File: src/design/dma_pkg.sv
// shared constants, register map and carrier types of the chained dma engine
`default_nettype none
package dma_pkg;
    // register offsets (byte addresses on the register port)
    localparam logic [7:0] OFF_REMOTE = 8'h00;
    localparam logic [7:0] OFF_LOCAL  = 8'h04;
    localparam logic [7:0] OFF_CTRL   = 8'h08;
    localparam logic [7:0] OFF_CMD    = 8'h0C;
    localparam logic [7:0] OFF_WBASE  = 8'h10;
    localparam logic [7:0] OFF_LPTR   = 8'h14;
    localparam logic [7:0] OFF_STATUS = 8'h18;

    // control word fields
    localparam int CTRL_CNT_HI  = 15;  // word count minus one, 1..65536 words
    localparam int CTRL_PULL    = 16;
    localparam int CTRL_LOOP    = 17;
    localparam int CTRL_WIN_LO  = 18;  // 4-bit window select
    localparam int CTRL_CMB_LO  = 22;  // 3-bit stream combining level
    localparam int CTRL_WIDE    = 25;  // 64-bit address mode
    localparam int CTRL_IRQ_BLK = 26;
    localparam int CTRL_IRQ_END = 27;
    localparam int CTRL_IRQ_ERR = 28;
    localparam int CTRL_EOC     = 29;

    // command and status fields
    localparam int CMD_EN      = 0;
    localparam int CMD_CHAIN   = 1;
    localparam int ST_ACTIVE   = 0;
    localparam int ST_ERROR    = 1;
    localparam int ST_DONE     = 2;
    localparam int ST_IRQ      = 3;

    // control block layout and packet sizes
    localparam logic [31:0] BLOCK_STRIDE = 32'h0000_0010;
    localparam logic [4:0]  PKT_BIG      = 5'h10;  // 16 words, 64 bytes
    localparam logic [4:0]  PKT_SMALL    = 5'h01;
    localparam int          PAGE_LSB     = 12;
    localparam int          PT_IDX_W     = 12;
    localparam logic [31:0] RST_WORD     = 32'h0000_0000;

    typedef enum logic [5:0] {
        S_IDLE  = 6'b000001,
        S_FETCH = 6'b000010,
        S_SETUP = 6'b000100,
        S_READ  = 6'b001000,
        S_WRITE = 6'b010000,
        S_YIELD = 6'b100000
    } state_t;

    typedef struct packed {
        logic        req;
        logic        we;
        logic [31:0] addr;
        logic [31:0] wdata;
    } mem_req_t;

    typedef struct packed {
        logic        req;
        logic        we;
        logic        big;
        logic [3:0]  win;
        logic [2:0]  cmb;
        logic [63:0] addr;
        logic [31:0] wdata;
    } sci_req_t;

    typedef struct packed {
        logic        ack;
        logic        err;
        logic [31:0] rdata;
    } rsp_t;
endpackage
`default_nettype wire

File: src/design/dma_engine.sv
// chained dma engine moving words between local memory and remote memory
`timescale 1ns/1ns
`default_nettype none
// Behaviour
// RL1: only whole aligned 32-bit words move
// RL2: 32-bit via page table, 64-bit via base
// RL3: job length 4 bytes to 256 kilobytes
// RL4: push and pull transfers both supported
// RL5: any error halts and flags error status
// RL6: single register job or chained jobs
// RL7: loop-back copies within local memory
// RL8: each job selects stream window itself
// RL9: optional irq per block, chain end, error
// RL10: status register shows progress and condition
// RL11: yield buses between packets of 64 bytes
// RL12: pulled data written with memory writes
// RL13: 64-byte packets only when both aligned
// RL14: software loads registers then command
// RL15: software maps page before 32-bit job
// RL16: software loads base before 64-bit job
// RL17: local address outside bridge range
// RL18: block holds local, remote, control, base
// RL19: blocks follow each other 16 bytes apart
// RL20: chain starts at list pointer
// RL21: end-of-chain bit stops block fetching
// RL22: software loads pointer then command
// RL23: active cleared after finish or halt
module dma_engine (
    input  wire logic               ref_clk,
    input  wire logic               rst_n,
    input  wire logic [7:0]         reg_addr,
    input  wire logic [31:0]        reg_wdata,
    input  wire logic               reg_wr,
    input  wire logic               reg_rd,
    output logic      [31:0]        reg_rdata,
    output dma_pkg::mem_req_t       mem_o,
    input  wire dma_pkg::rsp_t      mem_i,
    output dma_pkg::sci_req_t       sci_o,
    input  wire dma_pkg::rsp_t      sci_i,
    output logic      [11:0]        pt_index,
    input  wire logic [63:0]        pt_entry,
    output logic                    bus_hold,
    output logic                    xfer_engine_irq_flag
);
    import dma_pkg::*;

    state_t      st_q, st_d;
    logic [31:0] remote_q, local_q, ctrl_q, wbase_q, ptr_q, lptr_q;
    logic [16:0] remain_q;
    logic [4:0]  len_q;
    logic [3:0]  idx_q;
    logic [1:0]  fidx_q;
    logic        chain_q, active_q, err_q, done_q, irq_q;
    logic [31:0] rdata_q;

    // register decode
    wire wr_cmd    = reg_wr && reg_addr == OFF_CMD;
    wire wr_status = reg_wr && reg_addr == OFF_STATUS;
    wire start     = wr_cmd && reg_wdata[CMD_EN] && !active_q;
    wire cfg_wr    = reg_wr && !active_q;

    // job decode
    wire pull = ctrl_q[CTRL_PULL];
    wire loop = ctrl_q[CTRL_LOOP];
    wire wide = ctrl_q[CTRL_WIDE];
    wire src_local = loop || !pull;
    wire dst_local = loop || pull;
    wire [31:0] off4 = {26'h0, idx_q, 2'b00};
    wire [31:0] cur_local  = local_q + off4;
    wire [31:0] cur_remote = remote_q + off4;
    wire [63:0] sci_addr_w = wide ? {wbase_q, cur_remote}
        : {pt_entry[63:PAGE_LSB], cur_remote[PAGE_LSB-1:0]};  // see RL2
    wire aligned = local_q[5:0] == 6'h00 && remote_q[5:0] == 6'h00;
    wire [16:0] job_words = {1'b0, ctrl_q[CTRL_CNT_HI:0]} + 17'h00001;
    // the count loads during setup, so size the first packet from the word
    wire [16:0] left_words = st_q == S_SETUP ? job_words : remain_q;
    wire [4:0] pkt_words = (aligned && left_words >= 17'h00010)
        ? PKT_BIG : PKT_SMALL;  // see RL13
    wire last_word = {1'b0, idx_q} == len_q - PKT_SMALL;

    // transfer handshakes
    wire rd_local  = st_q == S_READ && src_local;
    wire wr_local  = st_q == S_WRITE && dst_local;
    wire use_mem   = st_q == S_FETCH || rd_local || wr_local;
    wire use_sci   = (st_q == S_READ || st_q == S_WRITE) && !use_mem;
    wire ack       = use_mem ? mem_i.ack : (use_sci && sci_i.ack);
    wire xfer_err  = (use_mem && mem_i.err) || (use_sci && sci_i.err);
    wire [31:0] in_data = use_mem ? mem_i.rdata : sci_i.rdata;
    wire [31:0] buf_data;
    wire blk_end   = st_q == S_WRITE && ack && !xfer_err && last_word
        && remain_q == {12'h000, len_q};
    wire chain_end = blk_end && (!chain_q || ctrl_q[CTRL_EOC]);  // see RL21
    wire [31:0] fetch_addr = ptr_q + {28'h0, fidx_q, 2'b00};
    wire [31:0] dst_addr = loop ? cur_remote : cur_local;  // see RL7

    dma_pkt_buf u_buf (
        .ref_clk (ref_clk),
        .we      (st_q == S_READ && ack && !xfer_err),
        .waddr   (idx_q),
        .wdata   (in_data),
        .raddr   (idx_q),
        .rdata   (buf_data)
    );

    // word addresses only: low two bits are dropped on every port
    assign mem_o.req   = use_mem;  // see RL12
    assign mem_o.we    = wr_local;
    assign mem_o.addr  = st_q == S_FETCH ? {fetch_addr[31:2], 2'h0}
        : {(rd_local ? cur_local[31:2] : dst_addr[31:2]), 2'b00};  // see RL1
    assign mem_o.wdata = buf_data;
    assign sci_o.req   = use_sci;  // see RL4
    assign sci_o.we    = st_q == S_WRITE;
    assign sci_o.big   = len_q == PKT_BIG;
    assign sci_o.win   = ctrl_q[CTRL_WIN_LO+3:CTRL_WIN_LO];  // see RL8
    assign sci_o.cmb   = ctrl_q[CTRL_CMB_LO+2:CTRL_CMB_LO];
    assign sci_o.addr  = {sci_addr_w[63:2], 2'b00};
    assign sci_o.wdata = buf_data;
    assign pt_index    = cur_remote[PAGE_LSB+PT_IDX_W-1:PAGE_LSB];
    // dropping the hold lets other masters and inbound traffic in
    assign bus_hold    = active_q && st_q != S_YIELD;  // see RL11
    assign xfer_engine_irq_flag = irq_q;
    assign reg_rdata   = rdata_q;

    wire irq_set = (xfer_err && ctrl_q[CTRL_IRQ_ERR])
        || (blk_end && ctrl_q[CTRL_IRQ_BLK])
        || (chain_end && ctrl_q[CTRL_IRQ_END]);  // see RL9
    wire [31:0] status_w = {28'h0, irq_q, done_q, err_q, active_q};
    wire [31:0] rd_mux =
        reg_addr == OFF_REMOTE ? remote_q :
        reg_addr == OFF_LOCAL  ? local_q  :
        reg_addr == OFF_CTRL   ? ctrl_q   :
        reg_addr == OFF_CMD    ? {30'h0, chain_q, active_q} :
        reg_addr == OFF_WBASE  ? wbase_q  :
        reg_addr == OFF_LPTR   ? lptr_q   :
        reg_addr == OFF_STATUS ? status_w : RST_WORD;  // see RL10

    always_comb begin
        st_d = st_q;
        unique case (st_q)
            S_IDLE:  if (start) begin
                st_d = reg_wdata[CMD_CHAIN] ? S_FETCH : S_SETUP;  // see RL6
            end
            S_FETCH: if (xfer_err) begin
                st_d = S_IDLE;
            end else if (ack && fidx_q == 2'd3) begin
                st_d = S_SETUP;
            end
            S_SETUP: st_d = S_READ;
            S_READ:  if (xfer_err) begin
                st_d = S_IDLE;  // see RL5
            end else if (ack && last_word) begin
                st_d = S_WRITE;
            end
            S_WRITE: if (xfer_err || chain_end) begin
                st_d = S_IDLE;
            end else if (blk_end) begin
                st_d = S_FETCH;
            end else if (ack && last_word) begin
                st_d = S_YIELD;
            end
            S_YIELD: st_d = S_READ;
            default: st_d = S_IDLE;
        endcase
    end

    always_ff @(posedge ref_clk) begin
        if (!rst_n) begin
            st_q <= S_IDLE;
        end else begin
            st_q <= st_d;
        end
    end

    // job registers: written by software when idle or by block fetch; local and remote advance after each packet
    always_ff @(posedge ref_clk) begin
        if (!rst_n) begin
            remote_q <= RST_WORD;
            local_q  <= RST_WORD;
            ctrl_q   <= RST_WORD;
            wbase_q  <= RST_WORD;
            lptr_q   <= RST_WORD;
        end else if (st_q == S_FETCH && ack && !xfer_err) begin
            unique case (fidx_q)  // see RL18
                2'd0: local_q  <= mem_i.rdata;
                2'd1: remote_q <= mem_i.rdata;
                2'd2: ctrl_q   <= mem_i.rdata;
                2'd3: wbase_q  <= mem_i.rdata;
            endcase
        end else if (st_q == S_WRITE && ack && !xfer_err && last_word) begin
            local_q  <= local_q + {25'h0, len_q, 2'b00};
            remote_q <= remote_q + {25'h0, len_q, 2'b00};
        end else if (cfg_wr) begin
            if (reg_addr == OFF_REMOTE) remote_q <= reg_wdata;
            if (reg_addr == OFF_LOCAL)  local_q  <= reg_wdata;
            if (reg_addr == OFF_CTRL)   ctrl_q   <= reg_wdata;
            if (reg_addr == OFF_WBASE)  wbase_q  <= reg_wdata;
            if (reg_addr == OFF_LPTR)   lptr_q   <= reg_wdata;
        end
    end

    // progress counters
    always_ff @(posedge ref_clk) begin
        if (!rst_n) begin
            ptr_q    <= RST_WORD;
            fidx_q   <= 2'd0;
            idx_q    <= 4'h0;
            len_q    <= PKT_SMALL;
            remain_q <= 17'h00000;
        end else begin
            if (start) begin
                ptr_q  <= lptr_q;  // see RL20
                fidx_q <= 2'd0;
            end else if (st_q == S_FETCH && ack) begin
                fidx_q <= fidx_q + 2'd1;
                if (fidx_q == 2'd3) begin
                    ptr_q <= ptr_q + BLOCK_STRIDE;  // see RL19
                end
            end
            if (st_q == S_SETUP) begin
                remain_q <= job_words;  // see RL3
            end else if (st_q == S_WRITE && ack && last_word) begin
                remain_q <= remain_q - {12'h000, len_q};
            end
            if (st_q == S_SETUP || st_q == S_YIELD) begin
                len_q <= pkt_words;
                idx_q <= 4'h0;
            end else if (ack && st_q != S_FETCH) begin
                idx_q <= last_word ? 4'h0 : idx_q + 4'h1;
            end
        end
    end

    // status flags; a new event wins over a clear in the same cycle
    always_ff @(posedge ref_clk) begin
        if (!rst_n) begin
            active_q <= 1'b0;
            chain_q  <= 1'b0;
            err_q    <= 1'b0;
            done_q   <= 1'b0;
            irq_q    <= 1'b0;
            rdata_q  <= RST_WORD;
        end else begin
            rdata_q <= reg_rd ? rd_mux : RST_WORD;
            if (start) begin
                active_q <= 1'b1;
                chain_q  <= reg_wdata[CMD_CHAIN];
                err_q    <= 1'b0;
                done_q   <= 1'b0;
            end else if (xfer_err || chain_end) begin
                active_q <= 1'b0;  // see RL23
                err_q    <= xfer_err;
                done_q   <= !xfer_err;
            end
            if (irq_set) begin
                irq_q <= 1'b1;
            end else if (wr_status && reg_wdata[ST_IRQ]) begin
                irq_q <= 1'b0;
            end
        end
    end
endmodule
`default_nettype wire

File: src/design/dma_pkt_buf.sv
// sixteen-word packet staging buffer between source and destination
`timescale 1ns/1ns
`default_nettype none
module dma_pkt_buf (
    input  wire logic        ref_clk,
    input  wire logic        we,
    input  wire logic [3:0]  waddr,
    input  wire logic [31:0] wdata,
    input  wire logic [3:0]  raddr,
    output logic      [31:0] rdata
);
    logic [31:0] mem_q [16];

    // no reset: contents are always written before they are read
    always_ff @(posedge ref_clk) begin
        if (we) begin
            mem_q[waddr] <= wdata;
        end
    end

    assign rdata = mem_q[raddr];
endmodule
`default_nettype wire

File: config.mk
export PLATFORM = sky130hd
export DESIGN_NAME = dma_engine
export DESIGN_NICKNAME = d
export VERILOG_FILES = /design/src/design/dma_pkg.sv /design/src/design/dma_engine.sv /design/src/design/dma_pkt_buf.sv
export SDC_FILE = /design/constraint.sdc
export NUM_CORES = 1
export LEC_CHECK = 0
export BUFFER_PORTS_ARGS = -buffer_cell sky130_fd_sc_hd__buf_2
export CAP_MARGIN = 40
export CORE_ASPECT_RATIO = 1.25
export CORE_MARGIN = 1.5
export CORE_UTILIZATION = 34
export DETAILED_ROUTE_END_ITERATION = 10
export SLEW_MARGIN = 20
export SYNTH_ARGS = -nofsm -noshare
export SYNTH_HDL_FRONTEND = slang
export SYNTH_SLANG_ARGS = --single-unit
export TNS_END_PERCENT = 100
File: constraint.sdc
create_clock -name ref_clk -period 6.4 [get_ports ref_clk]
set_input_delay 0.32 -clock ref_clk [delete_from_list [all_inputs] [get_ports ref_clk]]
set_output_delay 0.32 -clock ref_clk [all_outputs]
set_load 0.05 [all_outputs]
==> flow_summary.yaml, run 1 <==
worst_hold_path:
  min_from: "mem_i[24]"
  hold_class: "in2reg"
drt:
  dr.max_layer_used: "met5"
  drtPass1Iterations: 8
  wl_met1_um: 50600
  drt_iter0_drc: 2747
  drt-total-wl_um: 125000
  avgRoutedWirePerCell_um: 25.9
  ant_nets: 0
  wl_met2_um: 59100
  wl_met3_um: 10600
  vias_per_cell: 5.63
  via_count: 27136
  drc: 0
die:
  start_util: 0.342
  chipHeight_um: 372
  rows: 135
  die_area_sq_mm: 0.111
  boundaryPins: 394
  core_area_sq_mm: 0.108
  die_w_um: 298
power:
  max-vdd-ir-drop_mv: 0.191
  p_leak_nw: 14.5
  power_density_mw_per_mm2: 246
placement:
  dpl.hpwl_um: 88200
  dpl.cell_count: 4629
  gp_congestion: 0.952
  placed_cell_area_sq_mm: 0.0401
  portBuffers: 377
synthesis:
  yosys_warnings: 0
  postSynthAreaPerCell_sq_um: 12.2
  synth_flop_cell: "edfxtp_1"
  syn_inst: 3033
  ys_types: 88
  synth_edf_count: 512
  synth_seq_cells: 774
  synthArstFlopShare: 0
  synth_area_sq_mm: 0.0370
  yosysSeqAreaShare: 0.557
timing:
  tightest_slew_ps: 918
  hold_violations: 0
  slew_headroom: 0.388
  rsz0062_at_grt: "no"
  max_freq_mhz: 209
  clock_skew_ps: 25.3
  finalMaxSlewViolations: 0
  setup_tns_ps: 0
  setup_viol: 0
  min_period_over_period: 0.747
  period_minus_slack_ps: 4780
final_layout:
  area_growth_pct: 16.9
  fillers: 10267
  drive_above_1_share: 0.260
  multi_input_area_sq_mm: 0.0150
  final_cell_area_sq_mm: 0.0432
  layout.nets: 3525
  fin_cells: 4822
  seqCellArea_sq_mm: 0.0206
outcome:
  status: "finished clean"
clock_tree:
  cts_tree: "yes"
  cts_buffers: 82
  clk_pin_slew_worst_paths_ps: 60
  clock-sinks: 774
  clk_latency_ps: 660
  cts_resized: 0
  cts_root_buf: "clkbuf_16"
  clockBufferDepth: 3
  htreeDepth: 3
global_routing:
  grt_pass1_wl_um: 180000
  grt_antenna_before_repair: 12
  grt_max_degree: 72
  grt_use_total: 0.220
  grt-ovfl-total: 0
  grt_pass1_vias: 25958
run:
  max-cap-violations: 0
worst_setup_path:
  crit_start: "idx_q[1]"
  end_kind: "primary output"
  critical_path_peak_fanout: 8
  reg2reg_from: "st_q[5]"
  required_ps: 6080
  path_class: "reg2out"
  cp.arrival_ps: 4460
  critPathLaunchType: "flop"
logic make-up (layout without fill, tap and decap cells):
family          Yosys count  in the layout  synth area share
compound gates          620            620             0.113
xor+xnor                135            135            0.0320
flops                   774            774             0.557
buf+inv                 335            680            0.0427
fa+ha+maj                33             33            0.0118
simple gates            837            837             0.106
other cells               1              7          0.000101
mux                     298            298             0.138
layout make-up:
class | instances | area share
clock inverters | 43 | 0.00912
inverters | 45 | 0.00402
flip-flops and latches | 774 | 0.477
diodes | 3 | 0.000174
multi-input cells | 1927 | 0.346
clock buffers | 106 | 0.0516
repair buffers | 486 | 0.0699
well taps | 1438 | 0.0416
path summary, 6_finish.rpt:
kind	depth (start not counted)	slack [ps]	end
worst max register to register	10	2690	remote_q[8]
worst min-delay path	3	110	wbase_q[24]
worst max-delay path	9	1620	mem_o[52]
worst min register to register	2	460	lptr_q[1]
power by group:
group | switching (mW) | internal (mW) | total (mW) | leakage, nW
logic | 0.420 | 0.182 | 0.602 | 6.46
clock network | 2.06 | 2.58 | 4.64 | 1.29
registers | 0.0254 | 5.35 | 5.37 | 6.71
total | 2.51 | 8.11 | 10.6 | 14.5
worst max-delay path: stages, from the launching register on:
cell and delay, ps:
dfxtp_1 550, inv_1 250, fa_1 490, nor2b_1 180, o21ai_0 160, a211oi_1 740
nand2_1 160, xor2_1 280, a221oi_1 600, buf_2 380
cell usage after synthesis, types with 65 or more instances:
cell type  number  area, sq um
mux2i_1        65          651
nand2_1       240          901
o21ai_0       113          566
clkbuf_1      174          653
nor2_1        295         1110
mux4_2        162         3650
dfxtp_1       262         5250
buf_4          74          556
edfxtp_1      512        15400
a211oi_1      107          803
mux2_2         71          800
xnor2_1        79          692
a21oi_1       171          856
registers in the layout, summed over array words and instances, names as in the netlist, named ones only:
signal / count
reg_rdata: 32
ptr_q: 30
fidx_q: 2
done_q: 1
st_q: 6
wbase_q: 32
active_q: 1
xfer_engine_irq_flag: 1
local_q: 32
len_q: 2
chain_q: 1
remain_q: 17
ctrl_q: 32
idx_q: 4
remote_q: 32
lptr_q: 32
err_q: 1
u_buf.mem_q: 512
cell usage in the layout (no fill, tap or decap), types with 79 or more instances in the layout:
master     netlist  layout
o21ai_0        113     113
buf_2           22     380
clkbuf_16        0      82
nand2_1        240     240
a21oi_1        171     169
xnor2_1         79      79
nor2_1         295     282
edfxtp_1       512     512
dfxtp_1        262     257
mux4_2         162     162
a211oi_1       107     107
layer usage:
metal	up-vias	global-route usage
li1	11996	-
met1	13450	0.294
met2	1445	0.363
met3	241	0.0326
met4	4	0.0822
met5	-	0
stage by stage:
stage	utilization	power, mW	hold WS, ps	setup WS [ps]
after detailed placement	0.371	6.06	451	2210
after global routing	0.400	10.9	126	1360
after global placement	0.369	6.05	440	2230
after CTS	0.399	10.7	79.3	1630
after floorplan	-	5.83	433	1940
final	0.400	10.6	113	1620
repair_timing:
item,CTS,global route
hold buffers,34,0
endpoints found under the hold margin,38,0
setup buffers,0,0
Power figures use the tool's default switching activity.
==> run 2: changes to the inputs <==
--- a/config.mk
+++ b/config.mk
@@ -5,6 +5,7 @@
 export SDC_FILE = /design/constraint.sdc
 export NUM_CORES = 1
 export LEC_CHECK = 0
+export ABC_AREA = 1
 export BUFFER_PORTS_ARGS = -buffer_cell sky130_fd_sc_hd__buf_2
 export CAP_MARGIN = 40
 export CORE_ASPECT_RATIO = 1.25
==> constraint.sdc (replaced) <==
create_clock -name ref_clk -period 4.3 [get_ports ref_clk]
set_input_delay 0.215 -clock ref_clk [delete_from_list [all_inputs] [get_ports ref_clk]]
set_output_delay 0.215 -clock ref_clk [all_outputs]
set_load 0.05 [all_outputs]
==> run 2 against run 1 <==
Against the previous run: the flow now finishes with violations (negative setup slack); highest routed layer unchanged; global-route usage rose by 3.8 points; largest power group unchanged; cell count rose by 34%; hold slack got worse by 65 ps; critical path depth rose by 2; die area rose by 6.4%; routed wire length rose by 25%; synthesized cell count rose by 49%; combinational power rose to 2.6 times the previous value.
==> flow_summary.yaml, run 2 <==
outcome:
  status: "finished, violations left"
  violations: "negative setup slack"
drt:
  drt_iter0_drc: 3995
  vias_per_cell: 5.35
  ant_nets: 0
  via_count: 34452
  drt-total-wl_um: 156000
  avgRoutedWirePerCell_um: 24.2
  drc: 0
  drtPass1Iterations: 6
timing:
  clock_skew_ps: 57.0
  period_minus_slack_ps: 4340
  setup_ws_ps: -42.8
  setup_viol: 1
  max_freq_mhz: 230
  finalMaxSlewViolations: 0
  setup_tns_ps: -42.8
  whs_ps: 47.1
  slew_headroom: 0.414
  min_period_over_period: 1.01
  rsz0062_at_grt: "no"
  tightest_slew_ps: 878
  hold_violations: 0
final_layout:
  seqCellArea_sq_mm: 0.0206
  fillers: 11445
  final_core_util: 0.402
  final_cell_area_sq_mm: 0.0462
  most-common-layout-cells: "969 x nand2_1, 512 x edfxtp_1, 452 x inv_1"
  largest_register: "u_buf.mem_q"
  drive_above_1_share: 0.147
  fin_cells: 6444
  layout.nets: 5030
  multi_input_area_sq_mm: 0.0157
  area_growth_pct: 17.3
  largest_register_ff_count: 512
  final_common_cell: "nand2_1"
synthesis:
  synth_most_common_cell: "nand2_1"
  ys_types: 60
  synthTopCellsByArea: "edfxtp_1 39%, dfxtp_1 13%, nand2_1 9.3%"
  synth_commonest_cells: "972 x nand2_1, 512 x edfxtp_1, 454 x inv_1"
  synth_area_sq_mm: 0.0394
  yosysTopAreaCell: "edfxtp_1"
  synth_seq_cells: 774
  synth_top_area_share: 0.390
  synthArstFlopShare: 0
  yosysSeqAreaShare: 0.524
  synth_edf_count: 512
  postSynthAreaPerCell_sq_um: 8.74
  syn_inst: 4507
  yosys_warnings: 0
  synth_flop_cell: "edfxtp_1"
global_routing:
  grt-ovfl-total: 0
  grt_pass1_wl_um: 221000
  grt_pass1_vias: 31868
  grt_antenna_before_repair: 11
  grt_use_total: 0.258
  grt_max_degree: 129
die:
  start_util: 0.343
  core_area_sq_mm: 0.115
  die_w_um: 307
  rows: 139
  boundaryPins: 394
  die_area_sq_mm: 0.118
  chipHeight_um: 384
clock_tree:
  htreeDepth: 3
  clock-sinks: 774
  clk_latency_ps: 700
  cts_tree: "yes"
  cts_buffers: 82
  cts_root_buf: "clkbuf_16"
  clk_pin_slew_worst_paths_ps: 70
  clockBufferDepth: 3
worst_setup_path:
  end_kind: "primary output"
  critical_path_peak_fanout: 7
  path_class: "reg2out"
  reg2reg_from: "idx_q[3]"
  r2r-end: "active_q"
  cp.arrival_ps: 4130
  required_ps: 4090
  ff2ff_setup_slack_ps: 740
  critPathLaunchType: "flop"
  reg2regPathDepth: 13
worst_hold_path:
  whs_path_depth: 5
  min_from: "mem_i[28]"
  hold_class: "in2reg"
  hold_path_end: "remote_q[28]"
power:
  pwr-share-comb: 0.094
  p_leak_nw: 18.2
  power_density_mw_per_mm2: 367
  seqPwrFrac: 0.474
  finalPower_mw: 17.0
  clkPwrFrac: 0.432
  max-vdd-ir-drop_mv: 0.312
  p_sw_frac: 0.262
  p_switching_mw: 4.43
  p_int_mw: 12.5
placement:
  dpl.cell_count: 6253
  dpl.hpwl_um: 112000
  placed_cell_area_sq_mm: 0.0430
  dp_slack_ps: 525
  gp_congestion: 1.04
  portBuffers: 377
run:
  max-cap-violations: 0
## run 2: cell families after synthesis
group,after synthesis,synth area share
simple gates,1814,0.196
compound gates,877,0.128
flops,774,0.524
buf+inv,765,0.0828
mux,129,0.0328
xor+xnor,114,0.0254
fa+ha+maj,33,0.0111
other cells,1,0.0000952
## run 2: area by class of cell
| class | instances | share of cell area |
|---|---|---|
| clock buffer | 100 | 0.0464 |
| antenna | 6 | 0.000325 |
| tap | 1551 | 0.0420 |
| timing repair buffer | 530 | 0.0729 |
| multi-input combinational | 2971 | 0.340 |
| sequential | 774 | 0.447 |
| clock inverter | 50 | 0.0137 |
| inverter | 462 | 0.0377 |
## run 2: repair_timing
| action | CTS | global route |
|---|---|---|
| setup endpoints to repair | 11 | 14 |
| pin swaps | 0 | 0 |
| resized for setup | 10 | 10 |
| buffers inserted | 0 | 0 |
| hold buffers | 33 | 0 |
| hold endpoints to repair | 71 | 0 |
## run 2: critical path: stages (launching register included)
cell	delay, ps
dfxtp_1	540
nand2_1	300
nor3_1	720
nand2_1	120
nor2_1	140
buf_4	170
inv_1	80
o21ai_1	260
nand2_1	310
o211ai_1	250
nand2_1	250
buf_4	290
## run 2: worst max-delay path by stage
| stage | from | endpoint | slack [ps] |
|---|---|---|---|
| global placement | idx_q[2] | mem_o[61] | 540 |
| CTS | idx_q[0] | mem_o[48] | 3 |
| global route | idx_q[1] | mem_o[62] | 5 |
| finish | remote_q[8] | mem_o[54] | -40 |
| floorplan | st_q[5] | u_buf.mem_q[0][0] | 770 |
| detailed placement | idx_q[0] | mem_o[62] | 530 |
## run 2: power by group through the flow
stage / clock network (mW) / registers, mW / logic, mW
2_1_floorplan: 0 / 8.17 / 1.08
3_3_place_gp: 0 / 8.20 / 1.53
3_5_place_dp: 0 / 8.20 / 1.55
4_1_cts: 7.42 / 8.04 / 1.58
5_1_grt: 7.70 / 8.04 / 1.71
6_report: 7.33 / 8.04 / 1.59
## run 2: per-layer routing
layer,wire length [um],GRT usage,vias to the layer above,part of all wire
met5,61,0,-,0.00039
met4,9470,0.144,10,0.061
met3,12800,0.0363,367,0.082
met2,72400,0.420,1808,0.46
met1,61400,0.329,16413,0.39
li1,-,-,15854,-
